===== src/lta_defines.svh =====
// Purpose: constants for the line termination activation state machine
// Assumes: 100 MHz core clock
// Notes on behaviour
// - Deactivated state keeps the line transmitter silent.
// - Received SIG 1W while deactivated: answer SIG 2W, SIG 2 after awake-repeat timer.
// - Exchange activation request FE 1: send SIG 2W, await SIG 1W.
// - After wake-up, send SIG 2 and lock receiver on SIG 1 or SIG 3.
// - Receiver locked and SIG 1 seen: report FE 3.
// - Line synchronised both ways: wait for SIG 3.
// - Line and user side synchronised: send SIG 4H until hold timer expires.
// - Fully active: send SIG 4, report FE 4, channels carry traffic.
// - Pending deactivation sends SIG 0; SIG 0 back returns idle, reports FE 6.
// - Loopback 1 request FE 9: send SIG 2W, close loop 1 with SIG 2 after start timer.
// - Loopback 1 closed: receiver locks on own looped-back signal.
// - Loopback path after lock: send SIG 4H until hold timer expires.
// - Loopback fully active: send SIG 4, loopback 1 stays operated.
// - Loopback 2 and 1A requests change no state; passed to control channel.
// - Activation after deactivation within 210 ms, 420 ms with regenerator.
// - Activation after first power-up within 1,5 s, 3 s with regenerator.
// - Awake-repeat timer lasts 7 ms.
// - Hold timer for SIG 4H lasts 1 ms.
// - Loopback start timer lasts 12 ms.
`ifndef LTA_DEFINES_SVH
`define LTA_DEFINES_SVH

`define LTA_CLK_PERIOD_NS 10
`define LTA_NS_PER_MS 1000000
`define LTA_MS_CYC (`LTA_NS_PER_MS / `LTA_CLK_PERIOD_NS)
`define LTA_DIV_W 17
`define LTA_MS_W 12
`define LTA_AWAKE_REPEAT_MS 12'h007
`define LTA_HOLD_TONE_MS 12'h001
`define LTA_LOOPBACK_START_MS 12'h00C
`define LTA_ACT_REDO_MS 12'h0D2
`define LTA_ACT_REDO_REGEN_MS 12'h1A4
`define LTA_ACT_FIRST_MS 12'h5DC
`define LTA_ACT_FIRST_REGEN_MS 12'hBB8

`endif


===== src/lta_pkg.sv =====
// Purpose: types for the line termination activation state machine
// Assumes: lta_defines.svh holds the numbers
// Notes: signals travel as packed structs
package lta_pkg;

  typedef enum logic [2:0] {
    LTA_RX_SIG0,
    LTA_RX_SIG1W,
    LTA_RX_SIG1,
    LTA_RX_SIG3,
    LTA_RX_OTHER
  } lta_rx_code_t;

  typedef enum logic [2:0] {
    LTA_TX_SIG0,
    LTA_TX_SIG2W,
    LTA_TX_SIG2,
    LTA_TX_SIG4H,
    LTA_TX_SIG4
  } lta_tx_code_t;

  typedef enum {
    ST_IDLE,
    ST_AWAKE_ANS,
    ST_AWAKE_REQ,
    ST_SYNC,
    ST_WAIT_SIG3,
    ST_HOLD,
    ST_ACTIVE,
    ST_PEND,
    ST_LB_WAKE,
    ST_LB_SYNC,
    ST_LB_HOLD,
    ST_LB_ACTIVE
  } lta_state_t;

  typedef struct packed {
    logic vld;
    lta_rx_code_t code;
  } lta_rx_t;

  typedef struct packed {
    logic en;
    lta_tx_code_t code;
  } lta_tx_t;

  typedef struct packed {
    logic fe1;
    logic fe5;
    logic fe9;
    logic lb2;
    logic lb1a;
  } lta_req_t;

  typedef struct packed {
    logic fe2;
    logic fe3;
    logic fe4;
    logic fe6;
    logic fe7;
  } lta_ind_t;

endpackage


===== src/lta_core.sv =====
// Purpose: activation and deactivation state machine of a line termination
// Assumes: receiver detector and exchange logic run on core_clk
// Notes: one shared millisecond timer for the state steps, since only one of them runs at a time
`include "lta_defines.svh"
`timescale 1ns/100ps
`default_nettype none

module lta_core #(
  parameter int MS_CYC = `LTA_MS_CYC
) (
  input wire logic core_clk,
  input wire logic sys_rst,
  input wire lta_pkg::lta_rx_t rx_i,
  input wire logic rx_lock_i,
  input wire logic rx_frame_lost_i,
  input wire logic loop_sync_i,
  input wire logic regen_pin_i,
  input wire lta_pkg::lta_req_t req_i,
  output lta_pkg::lta_tx_t tx_o,
  output lta_pkg::lta_ind_t ind_o,
  output logic loop1_o,
  output logic traffic_o,
  output logic ctl_lb2_o,
  output logic ctl_lb1a_o,
  output logic act_late_o
);
  import lta_pkg::*;

  localparam logic [`LTA_DIV_W-1:0] DIV_LAST = `LTA_DIV_W'(MS_CYC - 1);

  lta_state_t state_r;
  lta_state_t state_nxt;
  logic [`LTA_DIV_W-1:0] div_r;
  logic [`LTA_MS_W-1:0] ms_left_r;
  logic tmr_load;
  logic [`LTA_MS_W-1:0] tmr_val;
  logic tmr_exp;
  logic tick;
  lta_ind_t ind_nxt;
  logic regen_s1_r;
  logic regen_s2_r;
  logic first_r;
  logic [`LTA_DIV_W-1:0] act_div_r;
  logic [`LTA_MS_W-1:0] act_ms_r;
  logic [`LTA_MS_W-1:0] act_lim;

  function automatic logic is_sig(lta_rx_t r, lta_rx_code_t c);
    return r.vld && (r.code == c);
  endfunction

  function automatic lta_tx_t tx_of(lta_state_t s);
    lta_tx_t t;
    t.en = 1'b1;
    case (s)
      ST_IDLE:
      begin
        t.en = 1'b0;
        t.code = LTA_TX_SIG0;
      end
      ST_AWAKE_ANS, ST_AWAKE_REQ, ST_LB_WAKE: t.code = LTA_TX_SIG2W;
      ST_SYNC, ST_WAIT_SIG3, ST_LB_SYNC: t.code = LTA_TX_SIG2;
      ST_HOLD, ST_LB_HOLD: t.code = LTA_TX_SIG4H;
      ST_ACTIVE, ST_LB_ACTIVE: t.code = LTA_TX_SIG4;
      default: t.code = LTA_TX_SIG0;
    endcase
    return t;
  endfunction

  // Shared timer: restart also clears the divider so each run is exact
  assign tick = (div_r == DIV_LAST);
  assign tmr_exp = tick && (ms_left_r == `LTA_MS_W'(1));

  always_ff @(posedge core_clk)
  begin
    if (sys_rst)
    begin
      div_r <= '0;
      ms_left_r <= '0;
    end
    else if (tmr_load)
    begin
      div_r <= '0;
      ms_left_r <= tmr_val;
    end
    else if (ms_left_r != '0)
    begin
      div_r <= tick ? '0 : div_r + `LTA_DIV_W'(1);
      if (tick)
        ms_left_r <= ms_left_r - `LTA_MS_W'(1);
    end
  end

  always_comb
  begin
    state_nxt = state_r;
    tmr_load = 1'b0;
    tmr_val = '0;
    ind_nxt = '0;
    case (state_r)
      ST_IDLE:
      begin
        if (req_i.fe9)
        begin
          tmr_load = 1'b1;
          tmr_val = `LTA_LOOPBACK_START_MS;
          state_nxt = ST_LB_WAKE;
        end
        else if (is_sig(rx_i, LTA_RX_SIG1W))
        begin
          tmr_load = 1'b1;
          tmr_val = `LTA_AWAKE_REPEAT_MS;
          ind_nxt.fe2 = 1'b1;
          state_nxt = ST_AWAKE_ANS;
        end
        else if (req_i.fe1)
          state_nxt = ST_AWAKE_REQ;
      end
      ST_AWAKE_ANS:
      begin
        if (is_sig(rx_i, LTA_RX_SIG1W))
        begin
          tmr_load = 1'b1;
          tmr_val = `LTA_AWAKE_REPEAT_MS;
        end
        else if (tmr_exp)
          state_nxt = ST_SYNC;
      end
      ST_AWAKE_REQ:
        if (is_sig(rx_i, LTA_RX_SIG1W))
        begin
          ind_nxt.fe2 = 1'b1;
          state_nxt = ST_SYNC;
        end
      ST_SYNC:
        if (rx_lock_i && is_sig(rx_i, LTA_RX_SIG1))
        begin
          ind_nxt.fe3 = 1'b1;
          state_nxt = ST_WAIT_SIG3;
        end
        else if (rx_lock_i && is_sig(rx_i, LTA_RX_SIG3))
        begin
          tmr_load = 1'b1;
          tmr_val = `LTA_HOLD_TONE_MS;
          state_nxt = ST_HOLD;
        end
      ST_WAIT_SIG3:
        if (rx_frame_lost_i)
        begin
          ind_nxt.fe7 = 1'b1;
          state_nxt = ST_SYNC;
        end
        else if (is_sig(rx_i, LTA_RX_SIG3))
        begin
          tmr_load = 1'b1;
          tmr_val = `LTA_HOLD_TONE_MS;
          state_nxt = ST_HOLD;
        end
      ST_HOLD:
        if (rx_frame_lost_i)
        begin
          ind_nxt.fe7 = 1'b1;
          state_nxt = ST_SYNC;
        end
        else if (tmr_exp)
        begin
          ind_nxt.fe4 = 1'b1;
          state_nxt = ST_ACTIVE;
        end
      ST_ACTIVE:
        if (rx_frame_lost_i)
        begin
          ind_nxt.fe7 = 1'b1;
          state_nxt = ST_SYNC;
        end
      ST_PEND:
        if (is_sig(rx_i, LTA_RX_SIG0))
        begin
          ind_nxt.fe6 = 1'b1;
          state_nxt = ST_IDLE;
        end
      ST_LB_WAKE:
        if (tmr_exp)
          state_nxt = ST_LB_SYNC;
      ST_LB_SYNC:
        if (loop_sync_i)
        begin
          tmr_load = 1'b1;
          tmr_val = `LTA_HOLD_TONE_MS;
          state_nxt = ST_LB_HOLD;
        end
      ST_LB_HOLD:
        if (rx_frame_lost_i)
        begin
          ind_nxt.fe7 = 1'b1;
          state_nxt = ST_LB_SYNC;
        end
        else if (tmr_exp)
        begin
          ind_nxt.fe4 = 1'b1;
          state_nxt = ST_LB_ACTIVE;
        end
      ST_LB_ACTIVE:
        if (rx_frame_lost_i)
        begin
          ind_nxt.fe7 = 1'b1;
          state_nxt = ST_LB_SYNC;
        end
      default: state_nxt = state_r;
    endcase
    // Deactivation request overrides any activation step except leaving idle
    if (req_i.fe5 && state_r != ST_IDLE && state_r != ST_PEND)
    begin
      state_nxt = ST_PEND;
      tmr_load = 1'b0;
      ind_nxt = '0;
    end
  end

  always_ff @(posedge core_clk)
  begin
    if (sys_rst)
      state_r <= ST_IDLE;
    else
      state_r <= state_nxt;
  end

  // Outputs follow the next state so they change with the state
  always_ff @(posedge core_clk)
  begin
    if (sys_rst)
    begin
      tx_o <= '{en: 1'b0, code: LTA_TX_SIG0};
      loop1_o <= 1'b0;
      traffic_o <= 1'b0;
      ind_o <= '0;
    end
    else
    begin
      tx_o <= tx_of(state_nxt);
      loop1_o <= (state_nxt == ST_LB_SYNC) || (state_nxt == ST_LB_HOLD) ||
                 (state_nxt == ST_LB_ACTIVE);
      traffic_o <= (state_nxt == ST_ACTIVE) ||
                   (state_nxt == ST_LB_ACTIVE);
      ind_o <= ind_nxt;
    end
  end

  // Loopback 2 and 1A only go out on the control channel
  always_ff @(posedge core_clk)
  begin
    if (sys_rst)
    begin
      ctl_lb2_o <= 1'b0;
      ctl_lb1a_o <= 1'b0;
    end
    else
    begin
      ctl_lb2_o <= req_i.lb2;
      ctl_lb1a_o <= req_i.lb1a;
    end
  end

  always_ff @(posedge core_clk)
  begin
    if (sys_rst)
    begin
      regen_s1_r <= 1'b0;
      regen_s2_r <= 1'b0;
    end
    else
    begin
      regen_s1_r <= regen_pin_i;
      regen_s2_r <= regen_s1_r;
    end
  end

  // Activation time supervision; flags late, cannot force the far end
  always_comb
  begin
    if (first_r)
      act_lim = regen_s2_r ? `LTA_ACT_FIRST_REGEN_MS : `LTA_ACT_FIRST_MS;
    else
      act_lim = regen_s2_r ? `LTA_ACT_REDO_REGEN_MS : `LTA_ACT_REDO_MS;
  end

  always_ff @(posedge core_clk)
  begin
    if (sys_rst)
      first_r <= 1'b1;
    else if (state_r == ST_ACTIVE)
      first_r <= 1'b0;
  end

  always_ff @(posedge core_clk)
  begin
    if (sys_rst || state_r == ST_IDLE || state_r == ST_PEND ||
        state_r == ST_ACTIVE || state_r == ST_LB_ACTIVE)
    begin
      act_div_r <= '0;
      act_ms_r <= '0;
    end
    else if (act_div_r == DIV_LAST)
    begin
      act_div_r <= '0;
      if (act_ms_r != act_lim)
        act_ms_r <= act_ms_r + `LTA_MS_W'(1);
    end
    else
      act_div_r <= act_div_r + `LTA_DIV_W'(1);
  end

  always_ff @(posedge core_clk)
  begin
    if (sys_rst || state_r == ST_IDLE)
      act_late_o <= 1'b0;
    else if (act_ms_r == act_lim)
      act_late_o <= 1'b1;
  end

  // Checking helpers
  localparam int HOLD_CYC = int'(`LTA_HOLD_TONE_MS) * MS_CYC;
  localparam int LBS_CYC = int'(`LTA_LOOPBACK_START_MS) * MS_CYC;
  int cyc_r;

  always_ff @(posedge core_clk)
  begin
    if (sys_rst || state_nxt != state_r)
      cyc_r <= 1;
    else
      cyc_r <= cyc_r + 1;
  end

  AST_IDLE_SILENT: assert property (
    @(posedge core_clk) disable iff (sys_rst)
    ind_o.fe6 |-> !tx_o.en && state_r == ST_IDLE)
    else $error("transmitter active after return to idle");

  AST_AWAKE_REPLY: assert property (
    @(posedge core_clk) disable iff (sys_rst)
    (state_r == ST_IDLE && is_sig(rx_i, LTA_RX_SIG1W) && !req_i.fe9)
    |=> tx_o.en && tx_o.code == LTA_TX_SIG2W)
    else $error("no SIG 2W answer to SIG 1W");

  AST_AWAKE_RESTART: assert property (
    @(posedge core_clk) disable iff (sys_rst)
    (state_r == ST_AWAKE_ANS && is_sig(rx_i, LTA_RX_SIG1W) && !req_i.fe5)
    |=> ms_left_r == `LTA_AWAKE_REPEAT_MS && div_r == '0)
    else $error("awake-repeat timer not restarted");

  AST_FE1_WAKE: assert property (
    @(posedge core_clk) disable iff (sys_rst)
    (state_r == ST_IDLE && req_i.fe1 && !req_i.fe9 && !rx_i.vld)
    |=> state_r == ST_AWAKE_REQ && tx_o.code == LTA_TX_SIG2W)
    else $error("FE 1 did not start wake-up");

  AST_SYNC_TX: assert property (
    @(posedge core_clk) disable iff (sys_rst)
    (state_r == ST_AWAKE_REQ && is_sig(rx_i, LTA_RX_SIG1W) && !req_i.fe5)
    |=> tx_o.code == LTA_TX_SIG2 ##1 tx_o.code == LTA_TX_SIG2)
    else $error("SIG 2 not sent after wake-up");

  AST_FE3: assert property (
    @(posedge core_clk) disable iff (sys_rst)
    (state_r == ST_SYNC && rx_lock_i && is_sig(rx_i, LTA_RX_SIG1) &&
     !req_i.fe5) |=> ind_o.fe3 ##1 !ind_o.fe3)
    else $error("FE 3 not reported once");

  AST_WAIT_SIG3: assert property (
    @(posedge core_clk) disable iff (sys_rst)
    (state_r == ST_WAIT_SIG3 && !is_sig(rx_i, LTA_RX_SIG3) && !req_i.fe5 &&
     !rx_frame_lost_i) |=> state_r == ST_WAIT_SIG3)
    else $error("left SIG 3 wait without SIG 3");

  AST_HOLD_LEN: assert property (
    @(posedge core_clk) disable iff (sys_rst)
    (state_r == ST_HOLD && state_nxt == ST_ACTIVE) |-> cyc_r == HOLD_CYC)
    else $error("SIG 4H duration wrong");

  AST_ACTIVE: assert property (
    @(posedge core_clk) disable iff (sys_rst)
    (ind_o.fe4 && state_r == ST_ACTIVE) |-> tx_o.code == LTA_TX_SIG4 &&
    traffic_o)
    else $error("active state without SIG 4");

  AST_DEACT: assert property (
    @(posedge core_clk) disable iff (sys_rst)
    (state_r == ST_PEND && is_sig(rx_i, LTA_RX_SIG0)) |=> ind_o.fe6 &&
    !tx_o.en)
    else $error("no FE 6 after SIG 0");

  AST_LB_START: assert property (
    @(posedge core_clk) disable iff (sys_rst)
    (state_r == ST_LB_WAKE && state_nxt == ST_LB_SYNC) |-> cyc_r == LBS_CYC)
    else $error("loopback start timer wrong");

  AST_LB_HOLD: assert property (
    @(posedge core_clk) disable iff (sys_rst)
    (state_r == ST_LB_SYNC && loop_sync_i && !req_i.fe5) |=>
    tx_o.code == LTA_TX_SIG4H && loop1_o)
    else $error("no SIG 4H after loop lock");

  AST_LB_ACTIVE: assert property (
    @(posedge core_clk) disable iff (sys_rst)
    (state_r == ST_LB_HOLD && tmr_exp && !req_i.fe5 && !rx_frame_lost_i)
    |=> tx_o.code == LTA_TX_SIG4 && loop1_o && ind_o.fe4)
    else $error("loopback active state wrong");

  // Lock level alone moves no state, so it is left out of the trigger
  AST_LB2_NO_MOVE: assert property (
    @(posedge core_clk) disable iff (sys_rst)
    (req_i.lb2 && !req_i.fe1 && !req_i.fe5 && !req_i.fe9 && !rx_i.vld &&
     !tmr_exp && !rx_frame_lost_i && !loop_sync_i)
    |=> ctl_lb2_o && $stable(state_r))
    else $error("loopback 2 request moved the state");

  CV_ACTIVATE: cover property (@(posedge core_clk) disable iff (sys_rst)
    state_r == ST_HOLD ##1 state_r == ST_ACTIVE);
  CV_DEACTIVATE: cover property (@(posedge core_clk) disable iff (sys_rst)
    ind_o.fe6);
  CV_LOOP: cover property (@(posedge core_clk) disable iff (sys_rst)
    state_r == ST_LB_ACTIVE);
  CV_RESTART: cover property (@(posedge core_clk) disable iff (sys_rst)
    state_r == ST_AWAKE_ANS && is_sig(rx_i, LTA_RX_SIG1W));

endmodule

`default_nettype wire


===== config.mk =====
export PLATFORM = sky130hd
export DESIGN_NAME = lta_core
export DESIGN_NICKNAME = d
export VERILOG_FILES = /design/src/lta_pkg.sv /design/src/lta_core.sv
export VERILOG_INCLUDE_DIRS = /design/src
export SDC_FILE = /design/constraint.sdc
export NUM_CORES = 1
export LEC_CHECK = 0
export BUFFER_PORTS_ARGS = -buffer_cell sky130_fd_sc_hd__buf_2
export CAP_MARGIN = 20
export CORE_MARGIN = 2
export CORE_UTILIZATION = 65
export DETAILED_ROUTE_END_ITERATION = 6
export GPL_ROUTABILITY_DRIVEN = 0
export PLACE_DENSITY = 0.87
export RECOVER_POWER = 100
export SLEW_MARGIN = 20
export SYNTH_ARGS = -nofsm -noshare
export SYNTH_HDL_FRONTEND = slang
export SYNTH_SLANG_ARGS = --single-unit

===== constraint.sdc =====
create_clock -name core_clk -period 5.3 [get_ports core_clk]
set_input_delay 0.53 -clock core_clk [delete_from_list [all_inputs] [get_ports core_clk]]
set_output_delay 0.53 -clock core_clk [all_outputs]
set_load 0.01 [all_outputs]

==> impl_metrics.py <==
metrics = {
    "cts": {
        "cts_tree": "built",
        "clk_path_buf_depth": 2,
        "numCtsBuffers": 9,
        "clk_latency_ns": 0.37,
        "path_clk_slew_ns": 0.11,
        "cts_hold_buf": 0,
        "cts_root_buffer": "clkbuf_8",
        "cts_setup_buffers": 0,
        "htree_levels": 3,
        "cts_resized": 0,
        "cts_num_sinks": 107,
    },
    "timing": {
        "setup_tns_ns": 0,
        "final.min_clock_period_ns": 3.31,
        "slew_headroom": 0.385,
        "fmax_ghz": 0.302,
        "rsz0062_at_grt": "false",
        "period_share": 0.625,
        "finalMaxSlewViolations": 0,
        "hold_slack_ns": 0.363,
        "fin_skew_ns": 0.0122,
        "setup_viol": 0,
        "tightest_slew_ns": 0.922,
        "hold_viol": 0,
    },
    "place": {
        "dpl.hpwl_um": 6790,
        "io_buffers": 28,
    },
    "die": {
        "die_area_um2": 8290,
        "dieHeight_um": 91.1,
        "initial_core_util": 0.676,
        "num_io_pins": 29,
        "row_count": 31,
        "die_w_um": 91.1,
        "core_um2": 7290,
    },
    "detailed_routing": {
        "wl_met2_um": 4460,
        "drc": 0,
        "route.met3.wl_um": 457,
        "antenna_left": 0,
        "first_iter_violations": 213,
        "wl_met1_um": 4400,
        "first_pass_iters": 5,
        "top_layer_used": "met4",
        "via_per_inst": 5.82,
        "vias": 3953,
        "routed_wl_um": 9550,
        "detail_route.wl_per_cell_um": 14.1,
    },
    "worst_setup_path": {
        "r2r-end": "tx_o[1]$_SDFF_PP0_",
        "cp-start-kind": "register",
        "worstRegToRegCells": 8,
        "cp.required_ns": 5.60,
        "r2r_slack_ns": 1.99,
        "cp_data_arrival_time_ns": 3.61,
        "cp-end-kind": "register",
        "path_max_fanout": 8,
        "critPathKind": "reg -> reg",
        "rr_startpoint": "state_r[7]$_SDFF_PP0_",
    },
    "hold_path": {
        "hold_end": "ctl_lb1a_o$_SDFF_PP0_",
        "worstHoldStart": "req_i[0]",
        "min_path_cells": 2,
        "hold_path_class": "in -> reg",
    },
    "global_route": {
        "first_global_vias": 3731,
        "grt_start_max_net_pins": 31,
        "grt_overflow": 0,
        "grt_usage": 0.237,
        "grt_pass1_wl_um": 16300,
        "antenna_found_initial": 0,
    },
    "synth": {
        "synthDistinctLibCells": 64,
        "synth-main-ff-cell": "dfxtp_1",
        "synth_area_um2": 4930,
        "synth_seq_area_share": 0.435,
        "postSynthCellCount": 557,
        "ys_warn_count": 0,
        "synth-edff-count": 0,
        "syn_nets": 583,
        "synth-seq-cells": 107,
        "synthArstFlopShare": 0,
        "avgSynthCellArea_um2": 8.85,
    },
    "run": {
        "max_cap_viol_count": 0,
    },
    "finish": {
        "n_antenna_cell": 0,
        "fin_nets": 601,
        "drive_above_1_share": 0.0776,
        "area_growth_pct": 5.92,
    },
    "pwr": {
        "p_leak_uw": 0.00189,
        "vdd_ir_drop_max_mv": 0.324,
        "power_density_nw_per_um2": 399,
    },
    "outcome": {
        "run_status": "finished, final reports clean",
    },
}
[per-stage QoR]
step	util	area, um^2	total power, uW	setup slack [ns]	instances
floorplan	-	4930	1510	2.65	557
global placement	0.697	5080	1610	2.36	663
detailed placement	0.697	5080	1630	2.20	663
CTS	0.722	5260	2100	2.33	679
global route	0.716	5220	2210	1.77	679
finish	0.716	5220	2080	1.99	679
[per-layer routing]
metal  vias up  GRT usage
met5         -          0
met4         0      0.111
met3        20     0.0440
met2       118      0.396
met1      1808      0.297
li1       2007          -
[worst max path at each step]
stage / startpoint / to / slack [ns]
4_1_cts: state_r[0]$_SDFF_PP0_ / tx_o[1]$_SDFF_PP0_ / 2.33
2_1_floorplan: div_r[5]$_SDFFE_PP0P_ / tx_o[1]$_SDFF_PP0_ / 2.65
3_5_place_dp: rx_i[2] / div_r[6]$_SDFFE_PP0P_ / 2.20
6_report: state_r[7]$_SDFF_PP0_ / tx_o[1]$_SDFF_PP0_ / 1.99
5_1_grt: state_r[0]$_SDFF_PP0_ / tx_o[1]$_SDFF_PP0_ / 1.77
3_3_place_gp: rx_i[2] / div_r[11]$_SDFFE_PP0P_ / 2.36
[final cells by class]
type | count | area (um^2)
multi-input cells | 416 | 2600
flip-flops and latches | 107 | 2140
fillers | 563 | 2070
repair buffers | 30 | 129
clock buffers | 9 | 124
well taps | 99 | 124
clock inverters | 7 | 58.8
inverters | 11 | 41.3
[cell usage after synthesis (4+ instances only)]
master,instances,area (um^2)
nor3_1,16,80.1
or2_2,4,25.0
xnor2_1,20,175
dfxtp_1,107,2140
nand2_1,37,139
nand4b_1,5,43.8
inv_1,11,41.3
nor4b_1,5,43.8
ha_1,11,138
a21oi_1,18,90.1
and2_1,30,188
nor2b_1,6,37.5
nand4_1,16,100
xor2_1,31,272
or3_1,6,37.5
nor4_1,16,100
o21ai_0,11,55.1
nand2b_1,5,31.3
a31oi_1,4,25.0
nand3_1,25,125
nor2_1,78,293
a22oi_1,5,37.5
clkbuf_1,16,60.1
and3_1,10,62.6
[kinds of logic after synthesis]
| family | synth area share |
|---|---|
| AND/OR/NAND/NOR | 0.313 |
| flip-flops | 0.435 |
| AO/OA/AOI/OAI | 0.0952 |
| XOR/XNOR | 0.0907 |
| buffers and inverters | 0.0338 |
| adder cells (fa/ha/maj) | 0.0279 |
| multiplexers | 0.00432 |
[state kept, by name, summed over array words and instances, names as in the netlist]
signal,cells
state_r,32
act_div_r,17
div_r,17
act_ms_r,12
ms_left_r,12
ind_o,5
tx_o,4
act_late_o,1
ctl_lb1a_o,1
ctl_lb2_o,1
first_r,1
loop1_o,1
regen_s1_r,1
regen_s2_r,1
traffic_o,1
[report_power, final]
part | internal (uW) | switching (uW) | total, uW
sequential | 865 | 92.3 | 958
combinational | 244 | 418 | 663
clock | 179 | 284 | 463
[worst max-delay path: stages, from the launching register on]
cell and delay [ns]:
dfxtp_1 0.33, nor4_1 0.30, nand4_1 0.33, or2_2 0.47
o31a_1 0.30, nor3_1 0.67, nand2_1 0.17, or4_1 0.49
a31oi_1 0.17
[layout by cell type, fill, tap and decap left out, types with 4 or more instances in the layout]
master	n
and2_0	20
xnor2_1	20
nor2_1	78
nand2_1	37
or3_1	6
and3_1	10
and2_1	11
dfxtp_1	107
a22oi_1	5
ha_1	11
nand4_1	17
nor2b_1	6
nand3_1	25
nand4b_1	5
nor4b_1	5
nor3_1	17
nand2b_1	5
a31oi_1	4
clkbuf_8	9
clkbuf_1	17
o21ai_0	11
inv_1	11
a21oi_1	18
buf_2	13
xor2_1	31
nor4_1	16
No activity file was read; power rests on OpenSTA's default activity.
